===== config.mk =====
export PLATFORM = sky130hd
export DESIGN_NAME = reset_cause_flags
export DESIGN_NICKNAME = d
export VERILOG_FILES = /design/src/rtl/reset_cause_pkg.sv /design/src/rtl/reset_cause_flags.sv
export SDC_FILE = /design/constraint.sdc
export NUM_CORES = 1
export LEC_CHECK = 0
export BUFFER_PORTS_ARGS = -buffer_cell sky130_fd_sc_hd__buf_2
export CORE_MARGIN = 1
export CORE_UTILIZATION = 40
export DETAILED_ROUTE_END_ITERATION = 10
export PLACE_DENSITY_LB_ADDON = 0.2
export SLEW_MARGIN = 0
export SYNTH_ARGS = -nofsm -noshare
export SYNTH_HDL_FRONTEND = slang
export SYNTH_SLANG_ARGS = --single-unit

===== constraint.sdc =====
create_clock -name aclk -period 10 [get_ports aclk]
set_input_delay 1 -clock aclk [delete_from_list [all_inputs] [get_ports aclk]]
set_output_delay 1 -clock aclk [all_outputs]
set_load 0.005 [all_outputs]

===== src/rtl/reset_cause_pkg.sv =====
// constants for the reset-cause status block and its register slave
// assumes a 32-bit AXI4-Lite bus with one aligned word per register

package reset_cause_pkg;

    // ----------------------------------------------------------------
    // register map (byte addresses)
    // ----------------------------------------------------------------
    localparam logic [31:0] OFF_STATUS   = 32'h0000_0000;
    localparam logic [31:0] OFF_IRQ_STAT = 32'h0000_0004;
    localparam logic [31:0] OFF_IRQ_MASK = 32'h0000_0008;
    localparam logic [31:0] OFF_DEPTH    = 32'h0000_000c;

    // ----------------------------------------------------------------
    // bit positions of the reset-cause status register
    // ----------------------------------------------------------------
    localparam int BIT_OVF = 7;  // stack overflow, set by hardware
    localparam int BIT_UNF = 6;  // stack underflow, set by hardware
    localparam int BIT_WWV = 5;  // watchdog window violation
    localparam int BIT_WDT = 4;  // watchdog timeout
    localparam int BIT_PIN = 3;  // external reset pin
    localparam int BIT_RI  = 2;  // reset instruction
    localparam int BIT_POR = 1;  // power-on
    localparam int BIT_BOR = 0;  // brown-out

    // ----------------------------------------------------------------
    // reset and load values
    // ----------------------------------------------------------------
    localparam logic [7:0] STATUS_RST = 8'h3d;  // power-on: por flag low
    localparam logic [7:0] BOR_HIT    = 8'hfd;  // bits a brown-out loads
    localparam logic [7:0] BOR_VAL    = 8'h3c;  // values it loads there
    localparam logic [7:0] CAUSE_VAL  = 8'hc0;  // stack flags set, rest clear
    localparam logic [7:0] MASK_RST   = 8'h00;
    localparam logic [7:0] ISTAT_RST  = 8'h00;

    // ----------------------------------------------------------------
    // return stack
    // ----------------------------------------------------------------
    localparam int         RET_AW      = 15;     // return address width
    localparam int         DEPTH_W     = 5;
    localparam logic [4:0] STACK_LEVELS = 5'h10; // sixteen levels
    localparam logic [4:0] DEPTH_ONE    = 5'h01;
    localparam logic [4:0] DEPTH_ZERO   = 5'h00;

    // ----------------------------------------------------------------
    // bus responses
    // ----------------------------------------------------------------
    localparam logic [1:0] RESP_OKAY   = 2'b00;
    localparam logic [1:0] RESP_SLVERR = 2'b10;

endpackage


===== src/rtl/reset_cause_flags.sv =====
// reset-cause flag register with its return stack and AXI4-Lite slave
// assumes event inputs are one-cycle pulses synchronous to aclk, and
// that aresetn is asserted only by power-on; other resets arrive as events
//
// What this block does
// RULE1: sixteen-level return stack, reset on over/underflow
// RULE2: overflow sets bit 7 until firmware clears
// RULE3: underflow sets bit 6 until firmware clears
// RULE4: window violation clears bit 5, firmware sets
// RULE5: watchdog timeout clears bit 4, firmware sets
// RULE6: external pin reset clears bit 3
// RULE7: power-on clears bit 1, firmware rewrites it
// RULE8: brown-out clears bit 0, firmware rewrites it
// RULE9: power-on/brown-out load defaults, others keep them
// RULE10: reset instruction clears bit 2, firmware sets
// RULE11: firmware reads/writes flags, hardware event wins

`timescale 1ns/1ps

module reset_cause_flags (
    // clock and reset
    input  wire logic                 aclk,
    input  wire logic                 aresetn,
    // return stack
    input  wire logic                 stack_push,
    input  wire logic [14:0]          push_addr,
    input  wire logic                 stack_pop,
    output logic      [14:0]          pop_addr,
    output logic                      stack_reset_req,
    // reset cause events
    input  wire logic                 wdt_window_evt,
    input  wire logic                 wdt_timeout_evt,
    input  wire logic                 ext_pin_reset_evt,
    input  wire logic                 reset_instr_evt,
    input  wire logic                 brown_out_evt,
    // interrupt
    output logic                      irq,
    // axi4-lite write address and data
    input  wire logic [31:0]          awaddr,
    input  wire logic                 awvalid,
    output logic                      awready,
    input  wire logic [31:0]          wdata,
    input  wire logic [3:0]           wstrb,
    input  wire logic                 wvalid,
    output logic                      wready,
    // axi4-lite write response
    output logic [1:0]                bresp,
    output logic                      bvalid,
    input  wire logic                 bready,
    // axi4-lite read
    input  wire logic [31:0]          araddr,
    input  wire logic                 arvalid,
    output logic                      arready,
    output logic [31:0]               rdata,
    output logic [1:0]                rresp,
    output logic                      rvalid,
    input  wire logic                 rready
);

    // ----------------------------------------------------------------
    // state
    // ----------------------------------------------------------------
    logic [14:0] stack_mem [0:15];
    logic [4:0]  depth_r;
    logic [14:0] pop_addr_r;
    logic        stack_req_r;
    logic [7:0]  status_r;
    logic [7:0]  status_nxt;
    logic [7:0]  istat_r;
    logic [7:0]  mask_r;
    logic        irq_r;
    logic [31:0] awaddr_r;
    logic [31:0] wdata_r;
    logic [3:0]  wstrb_r;
    logic        aw_held_r;
    logic        w_held_r;
    logic        awready_r;
    logic        wready_r;
    logic        bvalid_r;
    logic [1:0]  bresp_r;
    logic        arready_r;
    logic        rvalid_r;
    logic [31:0] rdata_r;
    logic [1:0]  rresp_r;

    // ----------------------------------------------------------------
    // hardware events
    // ----------------------------------------------------------------
    logic       ovf_evt;
    logic       unf_evt;
    logic [7:0] cause_hit;
    logic [7:0] hw_hit;
    logic [7:0] hw_val;
    logic       any_reset;

    // RULE1: stack limit detection
    // push wins when both arrive, so a pop seen with a push is dropped
    assign ovf_evt = stack_push && (depth_r == reset_cause_pkg::STACK_LEVELS);
    assign unf_evt = stack_pop && !stack_push && (depth_r == reset_cause_pkg::DEPTH_ZERO);

    // RULE2 RULE3 RULE4 RULE5 RULE6 RULE10: one bit per flag an event drives
    assign cause_hit = {ovf_evt, unf_evt, wdt_window_evt, wdt_timeout_evt,
                        ext_pin_reset_evt, reset_instr_evt, 1'b0, brown_out_evt};
    assign any_reset = |cause_hit;

    // RULE8 RULE9: brown-out loads defaults where no own cause is recorded
    assign hw_hit = cause_hit | (brown_out_evt ? reset_cause_pkg::BOR_HIT : 8'h00);
    assign hw_val = (cause_hit & reset_cause_pkg::CAUSE_VAL)
                  | (~cause_hit & reset_cause_pkg::BOR_VAL);

    // ----------------------------------------------------------------
    // bus decode
    // ----------------------------------------------------------------
    logic wr_fire;
    logic wr_status;
    logic wr_istat;
    logic wr_mask;
    logic wr_mapped;

    assign wr_fire   = aw_held_r && w_held_r && !bvalid_r;
    assign wr_status = wr_fire && wstrb_r[0] && (awaddr_r == reset_cause_pkg::OFF_STATUS);
    assign wr_istat  = wr_fire && wstrb_r[0] && (awaddr_r == reset_cause_pkg::OFF_IRQ_STAT);
    assign wr_mask   = wr_fire && wstrb_r[0] && (awaddr_r == reset_cause_pkg::OFF_IRQ_MASK);
    assign wr_mapped = (awaddr_r == reset_cause_pkg::OFF_STATUS)
                    || (awaddr_r == reset_cause_pkg::OFF_IRQ_STAT)
                    || (awaddr_r == reset_cause_pkg::OFF_IRQ_MASK)
                    || (awaddr_r == reset_cause_pkg::OFF_DEPTH);

    // ----------------------------------------------------------------
    // return stack
    // ----------------------------------------------------------------
    // RULE1: push/pop with reset on limits
    // any reset cause empties the stack, as the core restarts
    always_ff @(posedge aclk) begin
        if (!aresetn) begin
            depth_r     <= reset_cause_pkg::DEPTH_ZERO;
            pop_addr_r  <= 15'h0000;
            stack_req_r <= 1'b0;
        end else begin
            stack_req_r <= ovf_evt || unf_evt;
            if (any_reset) begin
                depth_r <= reset_cause_pkg::DEPTH_ZERO;
            end else if (stack_push) begin
                depth_r <= depth_r + reset_cause_pkg::DEPTH_ONE;
            end else if (stack_pop) begin
                depth_r    <= depth_r - reset_cause_pkg::DEPTH_ONE;
                pop_addr_r <= stack_mem[depth_r[3:0] - 4'h1];
            end
        end
    end

    // entries hold no reset value; only depth_r says which are live
    always_ff @(posedge aclk) begin
        if (stack_push && !any_reset) begin
            stack_mem[depth_r[3:0]] <= push_addr;
        end
    end

    // ----------------------------------------------------------------
    // reset-cause flags
    // ----------------------------------------------------------------
    // RULE11: hardware event beats a firmware write per bit
    always_comb begin
        status_nxt = status_r;
        if (wr_status) begin
            status_nxt = wdata_r[7:0];
        end
        status_nxt = (hw_hit & hw_val) | (~hw_hit & status_nxt);
    end

    // RULE7: power-on clears por flag and loads defaults
    // RULE9: flags survive every reset but power-on and brown-out
    always_ff @(posedge aclk) begin
        if (!aresetn) begin
            status_r <= reset_cause_pkg::STATUS_RST;
        end else begin
            status_r <= status_nxt;
        end
    end

    // ----------------------------------------------------------------
    // interrupt status and mask
    // ----------------------------------------------------------------
    // sticky bits, write one to clear; a new event wins over the clear
    always_ff @(posedge aclk) begin
        if (!aresetn) begin
            istat_r <= reset_cause_pkg::ISTAT_RST;
        end else begin
            istat_r <= cause_hit | (istat_r & ~(wr_istat ? wdata_r[7:0] : 8'h00));
        end
    end

    // mask of the same layout, one enables the bit
    always_ff @(posedge aclk) begin
        if (!aresetn) begin
            mask_r <= reset_cause_pkg::MASK_RST;
        end else if (wr_mask) begin
            mask_r <= wdata_r[7:0];
        end
    end

    // registered level, one cycle behind status and mask
    always_ff @(posedge aclk) begin
        if (!aresetn) begin
            irq_r <= 1'b0;
        end else begin
            irq_r <= |(istat_r & mask_r);
        end
    end

    // ----------------------------------------------------------------
    // axi4-lite write channel
    // ----------------------------------------------------------------
    // address and data are held independently and taken in any order
    always_ff @(posedge aclk) begin
        if (!aresetn) begin
            awready_r <= 1'b0;
            aw_held_r <= 1'b0;
            awaddr_r  <= 32'h0000_0000;
        end else if (awready_r && awvalid) begin
            awready_r <= 1'b0;
            aw_held_r <= 1'b1;
            awaddr_r  <= awaddr;
        end else begin
            if (wr_fire) begin
                aw_held_r <= 1'b0;
            end
            if (!aw_held_r && !bvalid_r) begin
                awready_r <= 1'b1;
            end
        end
    end

    // data side mirrors the address side
    always_ff @(posedge aclk) begin
        if (!aresetn) begin
            wready_r <= 1'b0;
            w_held_r <= 1'b0;
            wdata_r  <= 32'h0000_0000;
            wstrb_r  <= 4'h0;
        end else if (wready_r && wvalid) begin
            wready_r <= 1'b0;
            w_held_r <= 1'b1;
            wdata_r  <= wdata;
            wstrb_r  <= wstrb;
        end else begin
            if (wr_fire) begin
                w_held_r <= 1'b0;
            end
            if (!w_held_r && !bvalid_r) begin
                wready_r <= 1'b1;
            end
        end
    end

    // response one cycle after both halves are held
    always_ff @(posedge aclk) begin
        if (!aresetn) begin
            bvalid_r <= 1'b0;
            bresp_r  <= reset_cause_pkg::RESP_OKAY;
        end else if (wr_fire) begin
            bvalid_r <= 1'b1;
            bresp_r  <= wr_mapped ? reset_cause_pkg::RESP_OKAY
                                  : reset_cause_pkg::RESP_SLVERR;
        end else if (bvalid_r && bready) begin
            bvalid_r <= 1'b0;
        end
    end

    // ----------------------------------------------------------------
    // axi4-lite read channel
    // ----------------------------------------------------------------
    // data captured at the address edge; reads have no side effects
    always_ff @(posedge aclk) begin
        if (!aresetn) begin
            arready_r <= 1'b0;
            rvalid_r  <= 1'b0;
            rdata_r   <= 32'h0000_0000;
            rresp_r   <= reset_cause_pkg::RESP_OKAY;
        end else if (arready_r && arvalid) begin
            arready_r <= 1'b0;
            rvalid_r  <= 1'b1;
            rresp_r   <= reset_cause_pkg::RESP_OKAY;
            case (araddr)
                reset_cause_pkg::OFF_STATUS:   rdata_r <= {24'h000000, status_r};
                reset_cause_pkg::OFF_IRQ_STAT: rdata_r <= {24'h000000, istat_r};
                reset_cause_pkg::OFF_IRQ_MASK: rdata_r <= {24'h000000, mask_r};
                reset_cause_pkg::OFF_DEPTH:    rdata_r <= {27'h0000000, depth_r};
                default: begin
                    rdata_r <= 32'h0000_0000;
                    rresp_r <= reset_cause_pkg::RESP_SLVERR;
                end
            endcase
        end else begin
            if (rvalid_r && rready) begin
                rvalid_r <= 1'b0;
            end
            if (!rvalid_r) begin
                arready_r <= 1'b1;
            end
        end
    end

    // ----------------------------------------------------------------
    // outputs
    // ----------------------------------------------------------------
    assign pop_addr        = pop_addr_r;
    assign stack_reset_req = stack_req_r;
    assign irq             = irq_r;
    assign awready         = awready_r;
    assign wready          = wready_r;
    assign bvalid          = bvalid_r;
    assign bresp           = bresp_r;
    assign arready         = arready_r;
    assign rvalid          = rvalid_r;
    assign rdata           = rdata_r;
    assign rresp           = rresp_r;

    // ----------------------------------------------------------------
    // checks
    // ----------------------------------------------------------------
    a_stack_over_req: assert property (@(posedge aclk) disable iff (!aresetn) // RULE1
        (stack_push && depth_r == 5'h10) |=> stack_reset_req ##1 !stack_reset_req)
        else $error("stack overflow did not raise one reset pulse");

    a_ovf_flag_set: assert property (@(posedge aclk) disable iff (!aresetn) // RULE2
        ovf_evt |=> status_r[7] && depth_r == 5'h00)
        else $error("overflow flag not set");

    a_unf_flag_set: assert property (@(posedge aclk) disable iff (!aresetn) // RULE3
        unf_evt |=> status_r[6] && stack_reset_req)
        else $error("underflow flag not set");

    a_wwv_flag_clr: assert property (@(posedge aclk) disable iff (!aresetn) // RULE4
        wdt_window_evt |=> !status_r[5] && istat_r[5])
        else $error("window violation flag not cleared");

    a_wdt_flag_clr: assert property (@(posedge aclk) disable iff (!aresetn) // RULE5
        wdt_timeout_evt |=> !status_r[4])
        else $error("watchdog timeout flag not cleared");

    a_pin_flag_clr: assert property (@(posedge aclk) disable iff (!aresetn) // RULE6
        ext_pin_reset_evt |=> !status_r[3])
        else $error("pin reset flag not cleared");

    a_por_flag_low: assert property (@(posedge aclk) // RULE7
        $rose(aresetn) |-> status_r == 8'h3d)
        else $error("power-on defaults wrong");

    a_bor_defaults: assert property (@(posedge aclk) disable iff (!aresetn) // RULE8
        (brown_out_evt && cause_hit == 8'h01)
            |=> status_r[7:2] == 6'h0f && !status_r[0]
                && status_r[1] == ($past(wr_status) ? $past(wdata_r[1]) : $past(status_r[1])))
        else $error("brown-out defaults wrong");

    a_keep_flags: assert property (@(posedge aclk) disable iff (!aresetn) // RULE9
        (!wr_status && cause_hit == 8'h00) |=> $stable(status_r))
        else $error("flags changed without cause");
    a_ri_flag_clr: assert property (@(posedge aclk) disable iff (!aresetn) // RULE10
        reset_instr_evt |=> !status_r[2])
        else $error("reset instruction flag not cleared");

    a_fw_write: assert property (@(posedge aclk) disable iff (!aresetn) // RULE11
        (wr_status && hw_hit == 8'h00) |=> status_r == $past(wdata_r[7:0]) && bvalid)
        else $error("firmware write not stored");

    a_irq_level: assert property (@(posedge aclk) disable iff (!aresetn) // RULE11
        1'b1 |=> irq == (|($past(istat_r) & $past(mask_r))))
        else $error("interrupt level mismatch");
endmodule


* Word level (Yosys, flattened, before mapping)
Memory sizes are Yosys's and may differ from the RTL's. A register that Yosys moved wholly into a read port is not among the register bits. Cells that the tools add are included.
Storage, ports and cells: memories kept 1, input bits 129, register bits after elaboration 115, RAM bits 240, output and inout bits 58
Memory list:
- stack_mem | depth 16, bits a word 15, rd ports 1, clocked after Yosys merged registers in 1, write ports 1, line reset_cause_flags.sv:63 | logic [14:0] stack_mem [0:15];
Operators by class: reduce and logical (&&, ||, !) cells 43, mux-type cells 17, $add $sub $neg 3, equal/unequal tests 7, bitwise operators 14
Operators by type and width (count):
- == test 32 x 4 -> 1 bit, second input constant | 4
- == test 32 x 3 -> 1 bit, second input constant | 2
- logical NOT 32 bit | 2
- bitwise AND 8 bit | 4
- one-hot mux 8 bit (4 select lines) | 1
- two-way mux 8 bit | 3
- bitwise OR 8 bit | 3
- logical AND 1 bit | 17
- inverter 8 bit | 2
- OR reduction 8 bit | 2
- two-way mux 5 bit | 2
- nonzero test 2 bit | 5
- two-way mux 1 bit | 9
- bitwise OR 8 x 6 -> 8 bit | 1
- OR reduction 7 bit | 1
- logical NOT 1 bit | 6
- inverter 6 bit | 1
- OR reduction 2 bit | 3
- adder 5 x 1 -> 5 bit, second input constant | 1
- == test 5 bit, second input constant | 1
- logical NOT 5 bit | 1
- subtractor 5 x 1 -> 5 bit, second input constant | 1
- logical OR 1 bit | 4
- two-way mux 2 bit | 2
- 4 further kinds | 6

* Longest topological paths before layout
Gate-level depths: netlist of the first run.
depth after elaboration 8, depth in mapped cells 11, depth with buffers taken out 7

* Worst setup path after synthesis of the first run
Ideal clock, no wire load.
path type register to register, start register depth_r[0], end memory stack_mem[11][0], enable pin, data required time 9.614 ns, slack 6.727 ns, arrival 2.887 ns, cell stages (with the launch flop) 11, setup time 0.386 ns, cells stage by stage dfxtp_1 > buf_2 > buf_1 > inv_1 > ha_1 > inv_1 > a211o_1 > and3_1 > clkbuf_1 > nand3_1 > nor2_1
On the way: word-level cells in the longest chain between the ends 7, elaborated cells between the ends (all ways) 9, classes of those cells eq/ne: 1; mux: 2; reduce/logical: 6
Ends and longest elaborated chain:
- from (decl) | line reset_cause_flags.sv:64 | logic [4:0] depth_r;
- from (signal assigned) | line reset_cause_flags.sv:136 | depth_r <= reset_cause_pkg::DEPTH_ZERO;
- from (signal assigned) | line reset_cause_flags.sv:142 | depth_r <= reset_cause_pkg::DEPTH_ZERO;
- from (signal assigned) | line reset_cause_flags.sv:144 | depth_r <= depth_r + reset_cause_pkg::DEPTH_ONE;
- == test 5 bit / logical NOT 5 bit (equally long branches) | line reset_cause_flags.sv:98, reset_cause_flags.sv:99
- logical AND 1 bit, on equally long branches | line reset_cause_flags.sv:98, reset_cause_flags.sv:99
- OR reduction 7 bit | line reset_cause_flags.sv:104 | assign any_reset = |cause_hit;
- logical NOT 1 bit | line reset_cause_flags.sv:154 | if (stack_push && !any_reset) begin
- logical AND 1 bit | line reset_cause_flags.sv:154
- two-way mux 1 bit | line reset_cause_flags.sv:154
- two-way mux 1 bit (not written as such) | line reset_cause_flags.sv:155 | stack_mem[depth_r[3:0]] <= push_addr;
- to (decl) | line reset_cause_flags.sv:63
Several ways; a longest one is shown, not always the timed one.

* Worst setup path after layout of the first run
start register depth_r[0], end memory stack_mem[14][5], enable pin
The elaborated chain is that of the path after synthesis.

==> flow_summary.yaml, run 1 <==
detailed_routing:
  drc: 0
  ant_nets: 0
  vias: 7901
  via_per_inst: 5.19
  wl_um: 30300
  drt_iter0_markers: 451
  dr.pass1.iters: 5
  wl_per_cell_um: 19.9
pwr:
  powerDensity_nw_per_um2: 186
  p_clk_share_pct: 44.3
  swShare_pct: 20.9
  power_frac_comb_pct: 3.6
  switchingPower_uw: 620
  power.leakage_uw: 0.00563
  irDropWorstVdd_v: 0.000141
  total_power_uw: 2970
  internal_power_uw: 2350
  p_seq_share_pct: 52.0
clock_network:
  cts-root-buf: "clkbuf_16"
  cts_buffer_depth: 3
  clk_pin_slew_ns: 0.06
  cts_setup_buffers: 0
  clk_latency_ns: 0.52
  cts-hold-fix-buffers: 0
  ctsResizeCount: 0
  numClockSinks: 344
  cts_tree: "yes"
  cts-buffers-inserted: 37
  htree_levels: 2
sta:
  maxSlewHeadroom_pct: 24.4
  tns_ns: 0
  hold_viol: 0
  period_share_pct: 34.9
  min_period_ns: 3.49
  tightest_slew_ns: 1.13
  setup_ws_ns: 6.51
  rsz0062_at_grt: "no"
  fin_skew_ns: 0.0193
  slew_viol_final: 0
  max_clock_freq_ghz: 0.287
  setup_viol: 0
synthesis:
  ys_seq_area_share_pct: 68.1
  synth.cell_area_um2: 13600
  synth_top_cell_by_area: "edfxtp_1"
  syn_avg_cell_area_um2: 15.1
  synth-edff-count: 240
  yosys_warnings: 0
  ys_types: 51
  synth.top_cell.area_share_pct: 52.8
  yosys_most_used_dff: "edfxtp_1"
  async_reset_ff_share_pct: 0
  ys_ff_latch: 344
  synthCells: 904
  synth.area.top_cells: "edfxtp_1, dfxtp_1, mux4_2, nand2_1, a21oi_1"
hold_path:
  holdPathStages: 2
  hold_class: "reg -> reg"
  hold_start: "istat_r[1]"
  hold_path_end: "istat_r[1]"
placement:
  place.gp.congestion: 0.761
  io_buffers: 133
  dp_hpwl_um: 18300
  post-place-ws_ns: 6.35
global_routing:
  busiest_layer: "met2"
  met3_usage_pct: 3.14
  grt_max_degree: 79
  grt_first_pass_wirelength_um: 46500
  grt_pass1_vias: 7891
  grt_overflow: 0
  grt_util_all_layers_pct: 17.5
  antenna_found_initial: 1
  grt_util_met1_pct: 24.5
  grt_use_met2_pct: 28.5
final_layout:
  nFillCells: 2955
  area_growth_pct: 16.9
  drive_above_1_share_pct: 27.9
  n_antenna_cell: 0
  fin_nets: 1186
  fin_util_pct: 47.6
critical_path:
  cp.required_ns: 10.21
  r2r_start: "depth_r[0]"
  r2r_end: "stack_mem[14][5]"
  start_kind: "flop"
  crit_type: "reg -> reg"
  path_max_fanout: 28
  cp-end-kind: "flop"
  worstPathArrival_ns: 3.69
  r2r_cells: 8
  r2r_slack_ns: 6.51
floorplan:
  fp.coreArea_um2: 33500
  die_h_um: 187
  rows: 67
  ioPinCount: 187
  fp.dieW_um: 187
  start_util_pct: 40.7
  die_area_um2: 34900
job:
  drv_cap: 0
outcome:
  outcome: "finished clean"
## metrics by stage
step                      hold WS [ns]  cell area (um^2)  std cells
after global placement           0.440             14800       1457
after CTS                        0.449             15900       1522
after floorplan                  0.422             13700        929
after detailed placement         0.441             14800       1457
final                            0.451             15900       1522
after global routing             0.470             15900       1522
## power by group through the flow
stage          sequential [uW]  combinational [uW]  clock [uW]
3_3_place_gp              1580                 108           0
5_1_grt                   1550                 122        1400
6_report                  1550                 108        1320
4_1_cts                   1550                 110        1350
2_1_floorplan             1570                66.6           0
3_5_place_dp              1580                 110           0
## cells in the mapped netlist, types with 2 or more instances
master and count:
a211o_1 4, a21o_1 2, a21oi_1 63, a221o_1 14
a221oi_1 4, a22oi_1 4, a2bb2oi_1 3, a31oi_1 6
and2_1 2, and4_1 2, buf_1 9, buf_2 4
buf_4 27, clkbuf_1 34, dfxtp_1 104, edfxtp_1 240
ha_1 8, inv_1 17, mux2_2 14, mux2i_1 29
mux4_2 65, nand2_1 99, nand2b_1 9, nand3_1 6
nand3b_1 2, nand4_1 2, nor2_1 59, nor2b_1 4
nor3_1 10, nor4_1 17, nor4_4 2, nor4b_1 2
o21ai_0 11, or2_2 2, or4_1 4, xnor2_1 5
## how the worst max path moves through the flow
stage | from | endpoint
2_1_floorplan | depth_r[0] | stack_mem[11][0]
3_3_place_gp | brown_out_evt | stack_mem[14][2]
3_5_place_dp | brown_out_evt | stack_mem[14][1]
4_1_cts | depth_r[0] | stack_mem[14][5]
5_1_grt | depth_r[0] | stack_mem[14][5]
6_report | depth_r[0] | stack_mem[14][5]
## per-layer routing
| layer | up-vias | share of wire [%] |
|---|---|---|
| li1 | 3682 | - |
| met1 | 3972 | 47 |
| met2 | 208 | 47 |
| met3 | 37 | 4.9 |
| met4 | 2 | 1.5 |
| met5 | - | 0.056 |
## final cells by class
| class | count | area [um^2] | share of cell area (%) |
|---|---|---|---|
| inverter | 18 | 67.6 | 0.424 |
| clock buffer | 57 | 1080 | 6.79 |
| sequential | 344 | 9290 | 58.3 |
| multi-input combinational | 493 | 4030 | 25.3 |
| tap | 448 | 561 | 3.52 |
| clock inverter | 8 | 92.6 | 0.581 |
| timing repair buffer | 154 | 823 | 5.16 |
## critical path: stages (launching register included)
cell     delay [ns]
dfxtp_4        0.70
inv_1          0.21
ha_2           0.24
inv_1          0.11
a211o_1        0.13
and3_1         0.28
nand3_1        0.20
nor2_1         0.91
buf_4          0.38
## logic make-up (layout without fill, tap and decap cells)
logic type	count (synthesis)	count (layout)	share of synthesized area (%)
flops	344	344	68.1
simple gates	228	228	7.88
compound gates	116	116	5.44
mux	108	108	14.0
buf+inv	92	237	3.31
fa+ha+maj	9	9	0.880
xor+xnor	6	6	0.385
other cells	1	26	0.0275
## registers in the layout (all words and copies together), names as in the netlist, 2 cells and up, named ones only
signal,count
awaddr_r,32
status_r,2
istat_r,8
stack_mem,240
rdata,8
wdata_r,8
mask_r,8
depth_r,5
pop_addr,15
## cells in the final DEF (no fill, tap or decap), types with 13 or more instances in the layout
master / count
edfxtp_1: 240
buf_2: 133
dfxtp_1: 103
nand2_1: 99
mux4_2: 65
a21oi_1: 63
nor2_1: 59
clkbuf_16: 38
mux2i_1: 29
conb_1: 26
buf_4: 21
inv_1: 17
nor4_1: 16
mux2_2: 14
a221o_1: 14
clkbuf_1: 13
No activity file was read; power rests on OpenSTA's default activity.
==> inputs of run 2 (changes only) <==
==> constraint.sdc (replaced) <==
create_clock -name aclk -period 3.6 [get_ports aclk]
set_input_delay 0.36 -clock aclk [delete_from_list [all_inputs] [get_ports aclk]]
set_output_delay 0.36 -clock aclk [all_outputs]
set_load 0.005 [all_outputs]
==> flow_summary.yaml, run 2 (synthesized netlist as in run 1, its figures left out) <==
critical_path:
  r2r_slack_ns: 0.90
  r2r_cells: 6
  crit_type: "reg -> reg"
  r2r_end: "pop_addr[7]"
  cp.required_ns: 4.06
  worstPathArrival_ns: 3.16
  cp-end-kind: "flop"
  start_kind: "flop"
  r2r_start: "depth_r[2]"
  path_max_fanout: 9
pwr:
  p_clk_share_pct: 44.0
  swShare_pct: 20.7
  powerDensity_nw_per_um2: 512
  irDropWorstVdd_v: 0.000422
  power_frac_comb_pct: 3.7
  p_seq_share_pct: 52.3
  total_power_uw: 8210
  switchingPower_uw: 1700
  power.leakage_uw: 0.00570
  internal_power_uw: 6510
clock_network:
  cts_tree: "yes"
  numClockSinks: 344
  clk_latency_ns: 0.52
  cts-buffers-inserted: 36
  clk_pin_slew_ns: 0.06
  cts_setup_buffers: 0
  cts-hold-fix-buffers: 0
  htree_levels: 2
  ctsResizeCount: 0
  cts-root-buf: "clkbuf_16"
  cts_buffer_depth: 3
sta:
  rsz0062_at_grt: "no"
  period_share_pct: 75.0
  setup_viol: 0
  maxSlewHeadroom_pct: 19.7
  min_period_ns: 2.70
  slew_viol_final: 0
  tns_ns: 0
  whs_ns: 0.0808
  fin_skew_ns: 0.0250
  hold_viol: 0
  setup_ws_ns: 0.899
  tightest_slew_ns: 1.19
  max_clock_freq_ghz: 0.370
detailed_routing:
  wl_per_cell_um: 20.1
  ant_nets: 0
  drt_iter0_markers: 477
  vias: 7934
  drc: 0
  via_per_inst: 5.17
  dr.pass1.iters: 4
  wl_um: 30800
final_layout:
  area_growth_pct: 17.7
  final_common_cell: "edfxtp_1"
  final_cell_mix: "edfxtp_1, buf_2, dfxtp_1"
  fin_util_pct: 47.9
  largest_reg_flops: 240
  drive_above_1_share_pct: 28.9
  nFillCells: 2945
  fin_nets: 1198
job:
  drv_cap: 0
placement:
  post-place-ws_ns: 0.920
  dp_hpwl_um: 18600
  place.gp.congestion: 0.770
  io_buffers: 133
floorplan:
  rows: 67
  fp.coreArea_um2: 33500
  die_h_um: 187
  fp.dieW_um: 187
  start_util_pct: 40.7
  die_area_um2: 34900
  ioPinCount: 187
global_routing:
  grt_first_pass_wirelength_um: 46900
  antenna_found_initial: 1
  grt_max_degree: 66
  grt_pass1_vias: 7861
  grt_util_all_layers_pct: 17.7
  grt_overflow: 0
hold_path:
  holdPathStages: 3
  hold_class: "in -> reg"
  hold_start: "awaddr[24]"
  hold_path_end: "awaddr_r[24]"
outcome:
  outcome: "finished clean"
run 2: how the worst max path moves through the flow:
stage | from | to | slack (ns) | cells past startpoint
after global routing | depth_r[2] | pop_addr[7] | 0.70 | 6
after global placement | awaddr_r[27] | flop | 0.96 | 5
after CTS | depth_r[2] | pop_addr[7] | 0.91 | 6
after floorplan | depth_r[0] | stack_mem[15][0] | 0.33 | 10
after detailed placement | depth_r[2] | pop_addr[7] | 0.92 | 6
final | depth_r[2] | pop_addr[7] | 0.90 | 6
run 2: layout make-up:
cell class	count	area, um^2	area share (%)
Tap cell	448	561	3.49
Multi-Input combinational cell	493	4030	25.1
Clock inverter	15	144	0.896
Timing Repair Buffer	167	946	5.89
Antenna cell	1	2.50	0.0156
Sequential cell	344	9290	57.9
Clock buffer	49	1020	6.33
Inverter	18	67.6	0.421
run 2: layer usage:
layer  vias to the layer above  GRT usage [%]  wire (um)
li1                       3702              -          -
met1                      3957           23.9      13700
met2                       236           29.2      14800
met3                        39           3.76       1750
met4                         0           4.60        550
met5                         -              0          0
run 2: metrics by stage:
step / instances / cell area (um^2)
2_1_floorplan: 929 / 13700
3_3_place_gp: 1470 / 14900
3_5_place_dp: 1470 / 14900
4_1_cts: 1534 / 16100
5_1_grt: 1534 / 16100
6_report: 1535 / 16100
run 2: worst max-delay path, stage by stage (launching register included):
cell,delay [ns]
dfxtp_1,0.64
or2_2,0.31
a211oi_1,0.10
nor4_2,1.01
buf_4,0.35
nor2b_1,0.15
a211o_1,0.10
run 2: power groups by stage:
stage | logic (uW) | clock network, uW | registers (uW)
2_1_floorplan | 185 | 0 | 4370
3_3_place_gp | 304 | 0 | 4380
3_5_place_dp | 308 | 0 | 4380
4_1_cts | 309 | 3690 | 4290
5_1_grt | 343 | 3860 | 4300
6_report | 305 | 3610 | 4300
==> inputs of run 3 (changes only) <==
==> constraint.sdc (replaced) <==
create_clock -name aclk -period 2.65 [get_ports aclk]
set_input_delay 0.265 -clock aclk [delete_from_list [all_inputs] [get_ports aclk]]
set_output_delay 0.265 -clock aclk [all_outputs]
set_load 0.005 [all_outputs]
==> flow_summary.yaml, run 3 (synthesized netlist as in run 1, its figures left out) <==
sta:
  slew_viol_final: 0
  setup_viol: 0
  min_period_ns: 2.47
  hold_viol: 0
  rsz0062_at_grt: "no"
  fin_skew_ns: 0.0185
  tns_ns: 0
  tightest_slew_ns: 0.708
  period_share_pct: 93.0
  maxSlewHeadroom_pct: 52.7
  max_clock_freq_ghz: 0.406
global_routing:
  grt_overflow: 0
  antenna_found_initial: 1
  grt_pass1_vias: 8033
  grt_max_degree: 79
  grt_util_all_layers_pct: 17.7
  grt_first_pass_wirelength_um: 47400
detailed_routing:
  wl_per_cell_um: 19.5
  vias: 8082
  wl_um: 30600
  drt_iter0_markers: 746
  via_per_inst: 5.15
  ant_nets: 0
  drc: 0
  dr.pass1.iters: 7
pwr:
  power.leakage_uw: 0.00587
  p_clk_share_pct: 45.3
  swShare_pct: 20.9
  powerDensity_nw_per_um2: 693
  switchingPower_uw: 2410
  internal_power_uw: 9120
  irDropWorstVdd_v: 0.000444
  p_seq_share_pct: 50.6
  total_power_uw: 11500
  power_frac_comb_pct: 4.1
clock_network:
  cts_setup_buffers: 0
  cts-root-buf: "clkbuf_16"
  cts-buffers-inserted: 37
  clk_pin_slew_ns: 0.06
  numClockSinks: 344
  cts_buffer_depth: 3
  htree_levels: 2
  clk_latency_ns: 0.53
  cts_tree: "yes"
job:
  drv_cap: 0
floorplan:
  start_util_pct: 40.7
  fp.dieW_um: 187
  die_area_um2: 34900
  fp.coreArea_um2: 33500
  die_h_um: 187
  ioPinCount: 187
  rows: 67
critical_path:
  worstPathArrival_ns: 2.61
  cp.required_ns: 2.80
  cp-end-kind: "flop"
  start_kind: "flop"
  crit_type: "reg -> reg"
  path_max_fanout: 15
hold_path:
  hold_class: "in -> reg"
outcome:
  outcome: "finished clean"
placement:
  dp.cells: 1458
  place.gp.congestion: 0.758
  io_buffers: 133
  dp_hpwl_um: 18100
final_layout:
  final_cell_mix: "edfxtp_1, buf_2, dfxtp_1"
  largest_reg_flops: 240
  final_common_cell: "edfxtp_1"
  fin_nets: 1229
  drive_above_1_share_pct: 29.4
  stdcell_count: 1568
  n_antenna_cell: 0
  fin_util_pct: 49.7
  area_growth_pct: 22.1
-- run 3: changes by cell type in the layout (fill, tap and decap cells not counted), moves of 3 or more --
cell,change
buf_4,-14
clkbuf_1,-7
clkbuf_16,+3
clkinv_1,+4
clkinv_2,+3
dlygate4sd3_1,+42
nand3_1,-4
nand3_2,+4
nor2_1,-16
nor2_4,+16
-- run 3: worst paths after layout --
check	startpoint	to	slack, ns	depth (start not counted)
hold / removal	awaddr[4]	awaddr_r[4]	0.01	3
setup / recovery	depth_r[0]	stack_mem[0][6]	0.18	7
setup reg to reg	depth_r[0]	stack_mem[0][6]	0.18	7
hold reg to reg	istat_r[1]	istat_r[1]	0.45	2
-- run 3: final cells by class --
class / count / area (um^2)
fill: 2879 / 16900
clock inverter: 22 / 183
tap: 448 / 561
inverter: 18 / 67.6
multi-input combinational: 493 / 4170
sequential: 344 / 9290
clock buffer: 46 / 1080
timing repair buffer: 197 / 1300
-- run 3: stage by stage --
step | worst slack (ns) | instance area (um^2) | hold WS, ns
2_1_floorplan | 0.0566 | 13900 | 0.364
3_3_place_gp | 0.204 | 15000 | 0.431
3_5_place_dp | 0.194 | 15000 | 0.439
4_1_cts | 0.185 | 16700 | 0.00000233
5_1_grt | 0.0485 | 16700 | 0.0124
6_report | 0.184 | 16700 | 0.0136
-- run 3: critical path, stage by stage (launching register included) --
cell	delay [ns]
dfxtp_4	0.36
inv_1	0.06
ha_2	0.19
inv_1	0.10
a211o_1	0.13
and3_1	0.36
nand3_2	0.26
nor2_4	0.63
-- run 3: timing repair --
item                                   4_1_cts  5_1_grt
endpoints found under the hold margin       42        0
resized for setup                            0        0
hold buffers                                42        0
-- run 3: power groups by stage --
| stage | Sequential (uW) | Clock [uW] | Combinational (uW) |
|---|---|---|---|
| after floorplan | 5940 | 0 | 254 |
| after global placement | 5950 | 0 | 424 |
| after detailed placement | 5950 | 0 | 431 |
| after CTS | 5830 | 5340 | 480 |
| after global routing | 5840 | 5560 | 531 |
| final | 5840 | 5230 | 476 |
-- run 3: layer usage --
| metal | vias to the layer above | track usage, % | wire length (um) |
|---|---|---|---|
| li1 | 3788 | - | - |
| met1 | 4060 | 24.8 | 13800 |
| met2 | 190 | 28.7 | 14800 |
| met3 | 42 | 2.56 | 1340 |
| met4 | 2 | 5.01 | 591 |
| met5 | - | 0 | 13 |
